`src/gpib_chan_pkg.sv`:
```
package gpib_chan_pkg;
  localparam logic [4:0] ADDR_RESERVED = 5'h1f;
  localparam logic [1:0] GRP_LISTEN = 2'h1;
  localparam logic [1:0] GRP_TALK = 2'h2;
  localparam logic [1:0] GRP_SEC = 2'h3;
  localparam logic [6:0] CMD_SDC = 7'h04;
  localparam logic [6:0] CMD_GET = 7'h08;
  localparam logic [6:0] CMD_LLO = 7'h11;
  localparam logic [6:0] CMD_DCL = 7'h14;
  localparam logic [6:0] CMD_SPE = 7'h18;
  localparam logic [6:0] CMD_SPD = 7'h19;
  localparam logic [6:0] CMD_UNL = 7'h3f;
  localparam logic [6:0] CMD_UNT = 7'h5f;
  localparam logic [6:0] SEC_CHAN_A = 7'h61;
  localparam logic [6:0] SEC_CHAN_B = 7'h62;
  localparam logic [7:0] CH_F = 8'h46;
  localparam logic [7:0] CH_R = 8'h52;
  localparam logic [7:0] CH_M = 8'h4d;
  localparam logic [7:0] CH_T = 8'h54;
  localparam logic [7:0] CH_X = 8'h58;
  localparam logic [3:0] DIGIT_HI = 4'h3;
  localparam logic [3:0] DIGIT_MAX = 4'h9;
  localparam logic [3:0] FUNC_MAX = 4'h2;
  localparam logic [3:0] MODE_MAX = 4'h1;
  localparam logic [3:0] TRIG_MAX = 4'h5;
  localparam logic [2:0] READING_BYTES = 3'h4;
  localparam logic [2:0] STATUS_BYTES = 3'h1;
  localparam logic [2:0] LAST_BYTE = 3'h1;
  localparam logic [7:0] BYTE_SHIFT = 8'h08;
  typedef enum logic [2:0] {
    continuous_on_talk, one_shot_on_talk, continuous_on_group_trigger,
    one_shot_on_group_trigger, continuous_on_execute, one_shot_on_execute
  } trig_mode_e;
  typedef struct packed {
    logic [1:0] func;
    logic [3:0] range;
    logic interrupt_response_mode;
  } chan_cfg_s;
  localparam chan_cfg_s CHAN_CFG_DEFAULT = '{func: 2'h0, range: 4'h0, interrupt_response_mode: 1'b0};
  typedef struct packed {logic valid; logic atn; logic [7:0] data;} bus_byte_s;
  typedef struct packed {logic ren; logic ifc;} bus_lines_s;
  typedef struct packed {logic valid; logic eoi; logic [7:0] data;} tx_byte_s;
endpackage

```
`src/chan_status_word.sv`:
```
`timescale 1ns/1ps
`default_nettype none
module chan_status_word (
  input wire logic i_ref_clk,
  input wire logic i_arst_n,
  input wire logic i_clear,
  input wire logic i_load,
  input wire gpib_chan_pkg::chan_cfg_s i_load_cfg,
  input wire logic i_wr_func,
  input wire logic i_wr_range,
  input wire logic i_wr_mode,
  input wire logic [3:0] i_digit,
  input wire logic i_exec,
  output var gpib_chan_pkg::chan_cfg_s o_cfg
);
  import gpib_chan_pkg::*;
  chan_cfg_s pend_reg;
  logic [2:0] pend_v_reg;

  // pending fields wait for execute
  always_ff @(posedge i_ref_clk or negedge i_arst_n) begin
    if (!i_arst_n) begin
      o_cfg <= CHAN_CFG_DEFAULT;
      pend_reg <= CHAN_CFG_DEFAULT;
      pend_v_reg <= 3'h0;
    end else if (i_clear) begin
      o_cfg <= CHAN_CFG_DEFAULT;
      pend_v_reg <= 3'h0;
    end else if (i_exec) begin
      if (pend_v_reg[2]) o_cfg.func <= pend_reg.func;
      if (pend_v_reg[1]) o_cfg.range <= pend_reg.range;
      if (pend_v_reg[0]) o_cfg.interrupt_response_mode <= pend_reg.interrupt_response_mode;
      pend_v_reg <= 3'h0;
    end else begin
      if (i_load) o_cfg <= i_load_cfg;
      if (i_wr_func) begin
        pend_reg.func <= i_digit[1:0];
        pend_v_reg[2] <= 1'b1;
      end
      if (i_wr_range) begin
        pend_reg.range <= i_digit;
        pend_v_reg[1] <= 1'b1;
      end
      if (i_wr_mode) begin
        pend_reg.interrupt_response_mode <= i_digit[0];
        pend_v_reg[0] <= 1'b1;
      end
    end
  end
endmodule // chan_status_word
`default_nettype wire

```
`src/byte_talker.sv`:
```
`timescale 1ns/1ps
`default_nettype none
module byte_talker (
  input wire logic i_ref_clk,
  input wire logic i_arst_n,
  input wire logic i_load,
  input wire logic [31:0] i_word,
  input wire logic [2:0] i_nbytes,
  input wire logic i_accept,
  input wire logic i_abort,
  output var gpib_chan_pkg::tx_byte_s o_tx,
  output logic o_done
);
  import gpib_chan_pkg::*;
  logic [31:0] shift_reg;
  logic [2:0] left_reg;

  // top byte first, end flag on the last byte only
  always_ff @(posedge i_ref_clk or negedge i_arst_n) begin
    if (!i_arst_n) begin
      o_tx <= '0;
      shift_reg <= 32'h0;
      left_reg <= 3'h0;
      o_done <= 1'b0;
    end else begin
      o_done <= 1'b0;
      if (i_abort) begin
        o_tx.valid <= 1'b0;
        left_reg <= 3'h0;
      end else if (i_load) begin
        shift_reg <= i_word << BYTE_SHIFT;
        left_reg <= i_nbytes;
        o_tx <= '{valid: 1'b1, eoi: i_nbytes == LAST_BYTE, data: i_word[31:24]}; // [RULE10]
      end else if (o_tx.valid && i_accept) begin
        if (left_reg == LAST_BYTE) begin
          o_tx.valid <= 1'b0;
          o_done <= 1'b1;
        end else begin
          o_tx.data <= shift_reg[31:24];
          o_tx.eoi <= (left_reg - 3'h1) == LAST_BYTE; // [RULE10]
          shift_reg <= shift_reg << BYTE_SHIFT;
        end
        left_reg <= left_reg - 3'h1;
      end
    end
  end
endmodule // byte_talker
`default_nettype wire

```
`src/gpib_channel_command_handler.sv`:
```
`timescale 1ns/1ps
`default_nettype none
// What this block does
// RULE1 - five switch address, all ones refused
// RULE2 - controller sends address then channel secondary
// RULE3 - remote entry: enable plus listen address
// RULE4 - programming only in remote, else message
// RULE5 - lockout freezes panel, lights annunciator
// RULE6 - ratio button triggers while awaiting trigger
// RULE7 - display shows new setup after trigger
// RULE8 - interface clear idles talker and listener
// RULE9 - service request, poll enable sends status
// RULE10 - end flag on final byte only
// RULE11 - device clear, selected clear when listening
// RULE12 - untalk and unlisten idle their functions
// RULE13 - group trigger only listening, group modes
// RULE14 - commands held until execute arrives
// RULE15 - per channel status, selected channel only
// RULE16 - standard mode no request, interrupt mode requests
// RULE17 - continuous on talk holds unread reading
// RULE18 - one shot on each talk address
// RULE19 - group trigger continuous and one shot
// RULE20 - execute continuous and one shot
// RULE21 - one trigger mode, default continuous on talk
module gpib_channel_command_handler (
  input wire logic i_ref_clk,
  input wire logic i_arst_n,
  input wire logic [4:0] i_addr_sw,
  input wire gpib_chan_pkg::bus_lines_s i_lines,
  input wire gpib_chan_pkg::bus_byte_s i_rx,
  input wire logic i_tx_accept,
  input wire logic i_panel_ratio,
  input wire logic i_panel_wr,
  input wire logic i_panel_chan,
  input wire gpib_chan_pkg::chan_cfg_s i_panel_cfg,
  input wire logic i_conv_done,
  input wire logic [31:0] i_conv_result,
  output var gpib_chan_pkg::tx_byte_s o_tx,
  output logic o_conv_start,
  output logic o_conv_chan,
  output logic o_remote,
  output logic o_lockout,
  output logic o_not_remote,
  output logic o_talker,
  output logic o_listener,
  output logic o_srq,
  output var gpib_chan_pkg::chan_cfg_s o_disp_cfg,
  output var gpib_chan_pkg::trig_mode_e o_trig_mode,
  output var gpib_chan_pkg::chan_cfg_s o_chan_a_cfg,
  output var gpib_chan_pkg::chan_cfg_s o_chan_b_cfg
);
  import gpib_chan_pkg::*;

  logic own_ok, rx_cmd, rx_dat;
  logic is_mla, is_mta, is_ota, is_unl, is_unt, is_sec;
  logic is_dcl, is_sdc, is_llo, is_spe, is_spd, is_get;
  logic dev_clear, data_ok, is_digit, exec, bad_arg;
  logic wr_func, wr_range, wr_mode, wr_trig;
  logic [3:0] digit;
  logic [1:0] grp;
  logic [6:0] cmd7;
  logic sec_wait_reg, spe_reg, poll_sent_reg;
  logic [7:0] letter_reg;
  logic pend_trig_v_reg;
  trig_mode_e pend_trig_reg, trig_apply;
  logic run_reg, shot_reg, conv_busy_reg, buf_full_reg, buf_chan_reg, tx_rd_reg;
  logic [31:0] buf_reg;
  logic start, waiting, talk_trig, get_trig, x_trig, manual;
  logic data_evt, err_reg, srq_set, tx_load, tx_done, tx_abort;
  logic [31:0] tx_word;
  logic [2:0] tx_nbytes;
  logic [7:0] status_byte;
  chan_cfg_s sel_cfg, buf_cfg;

  // bus byte decode
  assign own_ok = i_addr_sw != ADDR_RESERVED; // [RULE1]
  assign rx_cmd = i_rx.valid && i_rx.atn;
  assign rx_dat = i_rx.valid && !i_rx.atn;
  assign grp = i_rx.data[6:5];
  assign cmd7 = i_rx.data[6:0];
  assign is_mla = rx_cmd && grp == GRP_LISTEN && i_rx.data[4:0] == i_addr_sw && own_ok; // [RULE1]
  assign is_mta = rx_cmd && grp == GRP_TALK && i_rx.data[4:0] == i_addr_sw && own_ok; // [RULE1]
  assign is_ota = rx_cmd && grp == GRP_TALK && !is_mta;
  assign is_unl = rx_cmd && cmd7 == CMD_UNL;
  assign is_unt = rx_cmd && cmd7 == CMD_UNT;
  assign is_sec = rx_cmd && grp == GRP_SEC && sec_wait_reg;
  assign is_dcl = rx_cmd && cmd7 == CMD_DCL;
  assign is_sdc = rx_cmd && cmd7 == CMD_SDC;
  assign is_llo = rx_cmd && cmd7 == CMD_LLO;
  assign is_spe = rx_cmd && cmd7 == CMD_SPE;
  assign is_spd = rx_cmd && cmd7 == CMD_SPD;
  assign is_get = rx_cmd && cmd7 == CMD_GET;
  assign dev_clear = is_dcl || (is_sdc && o_listener); // [RULE11]

  // device dependent command parse
  assign data_ok = rx_dat && o_listener && o_remote; // [RULE4]
  assign digit = i_rx.data[3:0];
  assign is_digit = i_rx.data[7:4] == DIGIT_HI && digit <= DIGIT_MAX;
  assign exec = data_ok && i_rx.data == CH_X; // [RULE14]
  assign wr_func = data_ok && is_digit && letter_reg == CH_F && digit <= FUNC_MAX;
  assign wr_range = data_ok && is_digit && letter_reg == CH_R;
  assign wr_mode = data_ok && is_digit && letter_reg == CH_M && digit <= MODE_MAX;
  assign wr_trig = data_ok && is_digit && letter_reg == CH_T && digit <= TRIG_MAX;
  assign bad_arg = data_ok && is_digit && !(wr_func || wr_range || wr_mode || wr_trig);
  assign trig_apply = pend_trig_v_reg ? pend_trig_reg : o_trig_mode;

  // trigger sources
  assign talk_trig = is_mta && (o_trig_mode == continuous_on_talk || o_trig_mode == one_shot_on_talk); // [RULE17] [RULE18]
  assign get_trig = is_get && o_listener && (o_trig_mode == continuous_on_group_trigger ||
                    o_trig_mode == one_shot_on_group_trigger); // [RULE13] [RULE19]
  assign x_trig = exec && (trig_apply == continuous_on_execute || trig_apply == one_shot_on_execute); // [RULE20]
  assign waiting = !run_reg && !shot_reg && !conv_busy_reg;
  assign manual = i_panel_ratio && waiting; // [RULE6]
  assign start = (run_reg || shot_reg) && !conv_busy_reg && !buf_full_reg; // [RULE17]
  assign sel_cfg = o_conv_chan ? o_chan_b_cfg : o_chan_a_cfg;
  assign buf_cfg = buf_chan_reg ? o_chan_b_cfg : o_chan_a_cfg;

  // status and talk source
  assign data_evt = i_conv_done && conv_busy_reg;
  assign srq_set = (data_evt && buf_cfg.interrupt_response_mode) ||
                   (bad_arg && sel_cfg.interrupt_response_mode); // [RULE16]
  assign status_byte = {1'b0, o_srq, 3'h0, buf_chan_reg, err_reg, buf_full_reg};
  assign tx_abort = i_lines.ifc || is_unt || is_ota;
  assign tx_load = o_talker && !o_tx.valid && !tx_abort &&
                   (spe_reg ? !poll_sent_reg : buf_full_reg); // [RULE9]
  assign tx_word = spe_reg ? {status_byte, 24'h0} : buf_reg;
  assign tx_nbytes = spe_reg ? STATUS_BYTES : READING_BYTES;

  // talker and listener addressing
  always_ff @(posedge i_ref_clk or negedge i_arst_n) begin
    if (!i_arst_n) begin
      o_listener <= 1'b0;
      o_talker <= 1'b0;
      o_conv_chan <= 1'b0;
      sec_wait_reg <= 1'b0;
    end else if (i_lines.ifc) begin
      o_listener <= 1'b0; // [RULE8]
      o_talker <= 1'b0; // [RULE8]
      sec_wait_reg <= 1'b0;
    end else if (rx_cmd) begin
      sec_wait_reg <= is_mla || is_mta;
      if (is_mla) o_listener <= 1'b1;
      if (is_unl) o_listener <= 1'b0; // [RULE12]
      if (is_mta) o_talker <= 1'b1;
      if (is_ota) o_talker <= 1'b0; // [RULE12]
      if (is_sec && cmd7 == SEC_CHAN_A) o_conv_chan <= 1'b0; // [RULE2] [RULE15]
      if (is_sec && cmd7 == SEC_CHAN_B) o_conv_chan <= 1'b1; // [RULE2] [RULE15]
    end
  end

  // remote, lockout and not-remote message
  always_ff @(posedge i_ref_clk or negedge i_arst_n) begin
    if (!i_arst_n) begin
      o_remote <= 1'b0;
      o_lockout <= 1'b0;
      o_not_remote <= 1'b0;
    end else if (!i_lines.ren) begin
      o_remote <= 1'b0;
      o_lockout <= 1'b0;
      if (rx_dat && o_listener) o_not_remote <= 1'b1; // [RULE4]
    end else begin
      if (is_mla) begin
        o_remote <= 1'b1; // [RULE3]
        o_not_remote <= 1'b0;
      end else if (rx_dat && o_listener && !o_remote) begin
        o_not_remote <= 1'b1; // [RULE4]
      end
      if (is_llo) o_lockout <= 1'b1; // [RULE5]
    end
  end

  // serial poll state
  always_ff @(posedge i_ref_clk or negedge i_arst_n) begin
    if (!i_arst_n) begin
      spe_reg <= 1'b0;
      poll_sent_reg <= 1'b0;
    end else begin
      if (i_lines.ifc || is_spd) spe_reg <= 1'b0; // [RULE9]
      else if (is_spe) spe_reg <= 1'b1; // [RULE9]
      if (is_mta || is_spe) poll_sent_reg <= 1'b0;
      else if (tx_load && spe_reg) poll_sent_reg <= 1'b1;
    end
  end

  // letter tracking and pending trigger mode
  always_ff @(posedge i_ref_clk or negedge i_arst_n) begin
    if (!i_arst_n) begin
      letter_reg <= 8'h0;
      pend_trig_v_reg <= 1'b0;
      pend_trig_reg <= continuous_on_talk;
      o_trig_mode <= continuous_on_talk;
    end else if (dev_clear) begin
      pend_trig_v_reg <= 1'b0;
      o_trig_mode <= continuous_on_talk; // [RULE21] [RULE11]
    end else if (data_ok) begin
      letter_reg <= i_rx.data;
      if (wr_trig) begin
        pend_trig_reg <= trig_mode_e'(digit[2:0]); // [RULE14]
        pend_trig_v_reg <= 1'b1;
      end
      if (exec) begin
        o_trig_mode <= trig_apply; // [RULE21] [RULE14]
        pend_trig_v_reg <= 1'b0;
      end
    end
  end

  // conversion arming and output buffer
  always_ff @(posedge i_ref_clk or negedge i_arst_n) begin
    if (!i_arst_n) begin
      run_reg <= 1'b0;
      shot_reg <= 1'b0;
      conv_busy_reg <= 1'b0;
      buf_full_reg <= 1'b0;
      buf_chan_reg <= 1'b0;
      buf_reg <= 32'h0;
      o_conv_start <= 1'b0;
      tx_rd_reg <= 1'b0;
    end else begin
      o_conv_start <= start;
      if (dev_clear) begin
        run_reg <= 1'b0;
        shot_reg <= 1'b0;
      end else if (x_trig) begin
        run_reg <= trig_apply == continuous_on_execute; // [RULE20]
        shot_reg <= trig_apply == one_shot_on_execute; // [RULE20]
      end else if (talk_trig || get_trig) begin
        run_reg <= o_trig_mode == continuous_on_talk ||
                   o_trig_mode == continuous_on_group_trigger; // [RULE17] [RULE19]
        shot_reg <= o_trig_mode == one_shot_on_talk ||
                    o_trig_mode == one_shot_on_group_trigger; // [RULE18] [RULE19]
      end else if (exec && trig_apply != o_trig_mode) begin
        run_reg <= 1'b0;
        shot_reg <= 1'b0;
      end else if (manual) begin
        shot_reg <= 1'b1; // [RULE6]
      end else if (start) begin
        shot_reg <= 1'b0;
      end
      if (start) begin
        conv_busy_reg <= 1'b1;
      end else if (data_evt) begin
        conv_busy_reg <= 1'b0;
        buf_reg <= i_conv_result;
        buf_chan_reg <= o_conv_chan;
      end
      if (tx_load) tx_rd_reg <= !spe_reg;
      if (data_evt) buf_full_reg <= 1'b1;
      else if (tx_done && tx_rd_reg) buf_full_reg <= 1'b0; // [RULE17]
    end
  end

  // display follows trigger
  always_ff @(posedge i_ref_clk or negedge i_arst_n) begin
    if (!i_arst_n) o_disp_cfg <= CHAN_CFG_DEFAULT;
    else if (start) o_disp_cfg <= sel_cfg; // [RULE7]
  end

  // service request and error, set wins over clear
  always_ff @(posedge i_ref_clk or negedge i_arst_n) begin
    if (!i_arst_n) begin
      o_srq <= 1'b0;
      err_reg <= 1'b0;
    end else begin
      if (srq_set) o_srq <= 1'b1; // [RULE16]
      else if (dev_clear || (tx_load && spe_reg)) o_srq <= 1'b0; // [RULE9]
      if (bad_arg) err_reg <= 1'b1;
      else if (dev_clear || (tx_load && spe_reg)) err_reg <= 1'b0;
    end
  end

  chan_status_word u_chan_a (
    .i_ref_clk(i_ref_clk),
    .i_arst_n(i_arst_n),
    .i_clear(dev_clear), // [RULE11]
    .i_load(i_panel_wr && !o_lockout && !i_panel_chan), // [RULE5]
    .i_load_cfg(i_panel_cfg),
    .i_wr_func(wr_func && !o_conv_chan), // [RULE15]
    .i_wr_range(wr_range && !o_conv_chan),
    .i_wr_mode(wr_mode && !o_conv_chan),
    .i_digit(digit),
    .i_exec(exec && !o_conv_chan), // [RULE14]
    .o_cfg(o_chan_a_cfg)
  );

  chan_status_word u_chan_b (
    .i_ref_clk(i_ref_clk),
    .i_arst_n(i_arst_n),
    .i_clear(dev_clear),
    .i_load(i_panel_wr && !o_lockout && i_panel_chan), // [RULE5]
    .i_load_cfg(i_panel_cfg),
    .i_wr_func(wr_func && o_conv_chan), // [RULE15]
    .i_wr_range(wr_range && o_conv_chan),
    .i_wr_mode(wr_mode && o_conv_chan),
    .i_digit(digit),
    .i_exec(exec && o_conv_chan),
    .o_cfg(o_chan_b_cfg)
  );

  byte_talker u_talker (
    .i_ref_clk(i_ref_clk),
    .i_arst_n(i_arst_n),
    .i_load(tx_load),
    .i_word(tx_word),
    .i_nbytes(tx_nbytes),
    .i_accept(i_tx_accept),
    .i_abort(tx_abort),
    .o_tx(o_tx),
    .o_done(tx_done)
  );
endmodule // gpib_channel_command_handler
`default_nettype wire

```
`config.mk`:
```
export PLATFORM = sky130hd
export DESIGN_NAME = gpib_channel_command_handler
export DESIGN_NICKNAME = d
export VERILOG_FILES = /design/src/gpib_chan_pkg.sv /design/src/chan_status_word.sv /design/src/byte_talker.sv /design/src/gpib_channel_command_handler.sv
export SDC_FILE = /design/constraint.sdc
export NUM_CORES = 1
export LEC_CHECK = 0
export BUFFER_PORTS_ARGS = -buffer_cell sky130_fd_sc_hd__clkbuf_2
export CAP_MARGIN = 30
export CELL_PAD_IN_SITES_DETAIL_PLACEMENT = 0
export CELL_PAD_IN_SITES_GLOBAL_PLACEMENT = 1
export CORE_UTILIZATION = 47
export CTS_BUF_LIST = sky130_fd_sc_hd__clkbuf_2
export CTS_CLUSTER_DIAMETER = 60
export CTS_CLUSTER_SIZE = 24
export DETAILED_ROUTE_END_ITERATION = 6
export PLACE_DENSITY = 0.86
export SLEW_MARGIN = 30
export SYNTH_ARGS = -nofsm -noshare
export SYNTH_HDL_FRONTEND = slang
export SYNTH_HIERARCHICAL = 1
export SYNTH_SLANG_ARGS = --single-unit
```
`constraint.sdc`:
```
create_clock -name i_ref_clk -period 2.6 [get_ports i_ref_clk]
set_clock_uncertainty 0.05 [all_clocks]
set_input_delay 0.26 -clock i_ref_clk [delete_from_list [all_inputs] [get_ports i_ref_clk]]
set_output_delay 0.26 -clock i_ref_clk [all_outputs]
set_load 0.01 [all_outputs]
```
==> out/summary.log <==
INFO  critical_path  reg2reg_depth=8
INFO  detailed_routing drt-wirelength-per-cell=16.71um
INFO  timing         timing_hold_violations_final=0
INFO  cells_and_area fin_area=8747um2
INFO  critical_path  regToRegStartpoint=o_remote$_DFFE_PN0P_
INFO  detailed_routing total_number_of_vias=5,531
INFO  cells_and_area largest_reg_flops=32
INFO  synthesis      yosys_warnings=6
INFO  global_route   grt_overflow=0
INFO  global_route   grt_start_max_net_pins=75
INFO  job            maxCapViolCount=0
INFO  floorplanning  fp.coreArea=14,590um2
INFO  critical_path  critical_path.slowest_cell=sky130_fd_sc_hd__dlygate4sd3_1
INFO  critical_path  setup_slack_of_the_most_critical_reg_to_reg_path=0.25ns
INFO  synthesis      syn_area=7041um2
INFO  critical_path  cp_common_cell=sky130_fd_sc_hd__buf_4
INFO  global_route   grt_pass1_wl=28,180um
INFO  cells_and_area insertedDiodeCount=0
INFO  power          pwr_per_cell_area=498.9nW/um2
INFO  synthesis      post_synthesis_compound_gate_area_fraction=0.1274
INFO  cts            post-cts-setup-buffers=0
INFO  cells_and_area layout_common_cells=sky130_fd_sc_hd__dfrtp_1 (144), sky130_fd_sc_hd__clkbuf_2 (124), sky130_fd_sc_hd__o21ai_0 (64)
INFO  critical_path  crit_required=3.16ns
INFO  cts            clock_tree.root_cell=sky130_fd_sc_hd__clkbuf_2
INFO  detailed_routing post_drt_via_cell_ratio=5.548
INFO  synthesis      ys_seq_elements=144
INFO  cts            cts_buffer_depth=2
INFO  synthesis      synth_async_sr_flop_share=1.000
INFO  timing         final_period_minus_worst_setup_slack=2.428ns
INFO  synthesis      yosys-top-cells-area=sky130_fd_sc_hd__dfrtp_1 (51%), sky130_fd_sc_hd__mux2_2 (8.0%), sky130_fd_sc_hd__mux2i_1 (4.5%)
INFO  floorplanning  initial_utilization=0.4826
INFO  cts            ctsHoldBuffers=58
INFO  synthesis      post_synthesis_simple_gate_area_fraction=0.1585
INFO  timing         final-setup-viol-count=0
INFO  detailed_routing wl=16,660um
INFO  critical_path  worst-path-max-fanout=13
INFO  critical_path  critical_path.cell_chain=dlygate4sd3_1, clkbuf_2, xor2_2, nor4_4, a21oi_2, or2_1, a2111oi_4, buf_4, buf_4, mux2i_1, o21ai_0
INFO  place          gp_routability_congestion=0.8949
INFO  timing         worst_pin_slew=0.6854ns
INFO  cts            numCtsBuffers=17
INFO  cells_and_area finish.net_count=866
INFO  synthesis      netlist-cell-type-count=72
INFO  cts            tritoncts=yes
INFO  cells_and_area drive_above_1_share=0.3075
INFO  timing         slew_headroom=0.5430
INFO  status         run_status=completed
INFO  synthesis      post_synth_inst_count=617
INFO  synthesis      synthXorXnorAreaFrac=0.01244
INFO  global_route   first_global_vias=5,573
INFO  synthesis      synthAdderAreaFrac=0.003554
INFO  cells_and_area layout_commonest_cell=sky130_fd_sc_hd__dfrtp_1
INFO  floorplanning  die-width=124.4um
INFO  synthesis      synth_enable_flop_cells=0
INFO  synthesis      combinational_family_with_the_most_area_after_synthesis=simple AND/OR/NAND/NOR gates
INFO  timing         clock.fmax=411.9MHz
INFO  cts            resized_gates_after_cts=0
INFO  synthesis      yosys.area.top_type_share=0.5118
INFO  cts            htree_levels=4
INFO  place          placed_cell_area=7943um2
INFO  critical_path  r2r-end=u_chan_b/pend_reg[4]$_DFFE_PN0P_
INFO  power          max-vdd-ir-drop=0.2410mV
INFO  global_route   number_of_antenna_violations_at_the_first_check_in_global_routing=0
INFO  timing         final_max_slew_viol_count=0
INFO  worst_hold_path min-delay-path-class=in2async
INFO  synthesis      postSynth.topFlopCell=sky130_fd_sc_hd__dfrtp_1
INFO  synthesis      syn_area_per_cell=11.41um2
INFO  timing         rsz0062_at_grt=no
INFO  detailed_routing final_antenna_net_count=0
INFO  cts            tritoncts_num_sinks=144
INFO  synthesis      post_synthesis_cell_type_with_the_largest_combined_area=sky130_fd_sc_hd__dfrtp_1
INFO  synthesis      synthMuxAreaShare=0.1521
INFO  cts            cts.clk_slew.worst_paths=0.19ns
INFO  floorplanning  die_area=15,470um2
INFO  critical_path  crit_path_max_incr_delay=0.53ns
INFO  critical_path  cp-end-kind=flop
INFO  cts            clock_insertion_delay_worst_skew=0.72ns
INFO  critical_path  timing_worst_setup_path_type=in2reg
INFO  floorplanning  rows=44
INFO  global_route   grt_usage=0.2286
INFO  detailed_routing detail_route.iter0.violations=438
INFO  place          place.port_buffers=104
INFO  detailed_routing dr.pass1.iters=5
INFO  place          detailed_place_hpwl=11,660um
INFO  cells_and_area area_growth=24.24%
INFO  detailed_routing drc=0
INFO  critical_path  arrival=2.98ns
INFO  timing         period_share=0.9337
INFO  cells_and_area finished_core_util=0.5996
INFO  power          power.leakage=4.156nW
INFO  floorplanning  die_h=124.4um
INFO  synthesis      yosysSeqAreaShare=0.5118
INFO  critical_path  critPathLaunchType=input port
INFO  floorplanning  ios=105
[synthesized netlist by cell type (3+ instances only)]
master                       n
sky130_fd_sc_hd__a21oi_1    10
sky130_fd_sc_hd__o21a_1      8
sky130_fd_sc_hd__or3_1       3
sky130_fd_sc_hd__or2_2       3
sky130_fd_sc_hd__nor3b_1     3
sky130_fd_sc_hd__mux2_1      6
sky130_fd_sc_hd__nor2_1     16
sky130_fd_sc_hd__o21ai_0    64
sky130_fd_sc_hd__dfrtp_1   144
sky130_fd_sc_hd__a22o_1     10
sky130_fd_sc_hd__inv_1      15
sky130_fd_sc_hd__buf_6       8
sky130_fd_sc_hd__nand2_1    36
sky130_fd_sc_hd__a31oi_1     6
sky130_fd_sc_hd__nand3_1    12
sky130_fd_sc_hd__nand2b_1    6
sky130_fd_sc_hd__mux2_4      8
sky130_fd_sc_hd__o21ai_1     4
sky130_fd_sc_hd__buf_2       3
sky130_fd_sc_hd__nor2b_1    35
sky130_fd_sc_hd__and3_1     15
sky130_fd_sc_hd__nor3_1      7
sky130_fd_sc_hd__xor2_1      4
sky130_fd_sc_hd__mux2i_1    32
sky130_fd_sc_hd__a211oi_1    4
sky130_fd_sc_hd__nand3b_1    4
sky130_fd_sc_hd__mux2_2     50
sky130_fd_sc_hd__and2_1      3
sky130_fd_sc_hd__nor4_4      3
sky130_fd_sc_hd__xnor2_1     6
sky130_fd_sc_hd__clkbuf_1   18
sky130_fd_sc_hd__nor4_1      5
sky130_fd_sc_hd__a221o_1    10
[area by class of cell]
type                    count  area, um2
well taps                 184      230.2
multi-input cells         428       3228
repair buffers            195       1405
flip-flops and latches    144       3603
clock buffers              21      105.1
inverters                  15      56.30
fillers                  1201       5842
clock inverters            10      118.9
[layer usage]
metal / vias up / GRT usage / part of all wire
li1: 2600 / - / -
met1: 2737 / 0.3045 / 0.46
met2: 162 / 0.3708 / 0.48
met3: 32 / 0.04682 / 0.045
met4: 0 / 0.07938 / 0.021
met5: - / 0 / 0
[worst max-delay path: cells and delay by family]
| family | cells | cell delay (ns) |
|---|---|---|
| simple gates | 2 | 0.63 |
| compound gates | 3 | 0.51 |
| xor+xnor | 1 | 0.16 |
| mux | 1 | 0.23 |
| buf+inv | 4 | 1.19 |
[stage by stage]
step | worst slack [ns] | setup TNS (ns) | hold WS (ns) | std cells | power (mW)
finish | 0.1725 | 0 | 0.06542 | 997 | 4.364
global route | 0.05897 | 0 | 0.02204 | 997 | 4.578
CTS | 0.2297 | 0 | 0.0001427 | 997 | 4.414
detailed placement | -0.03171 | -0.1604 | 0.2886 | 908 | 3.072
global placement | 0.07604 | 0 | 0.2766 | 908 | 3.049
floorplan | -0.05230 | -0.3138 | -0.08559 | 618 | 2.816
[worst max-delay path by stage]
stage | startpoint | to | slack, ns | depth (start not counted)
floorplan | i_rx[1] | u_talker/shift_reg[10]$_DFFE_PN0P_ | -0.05 | 12
global placement | i_addr_sw[1] | u_talker/o_tx[7]$_DFFE_PN0P_ | 0.08 | 10
detailed placement | i_addr_sw[1] | u_talker/shift_reg[19]$_DFFE_PN0P_ | -0.03 | 10
CTS | i_rx[1] | u_talker/shift_reg[19]$_DFFE_PN0P_ | 0.23 | 11
global route | i_rx[4] | u_talker/shift_reg[17]$_DFFE_PN0P_ | 0.06 | 11
finish | i_rx[1] | u_talker/shift_reg[19]$_DFFE_PN0P_ | 0.17 | 11
[report_power, final]
group	internal, mW	switching [mW]	total (mW)
sequential	2.38	0.0988	2.48
clock	0.529	0.734	1.26
combinational	0.334	0.284	0.617
total	3.25	1.12	4.36
[cells by family after synthesis]
kind of cell	after synthesis
and+or+nand+nor	183
DFF	144
AOI/OAI and AO/OA	135
muxes	96
buffers and inverters	46
xor gates and xnor gates	10
adders and majority gates	2
other	1
Note: power is estimated with default switching activity, not from simulation.
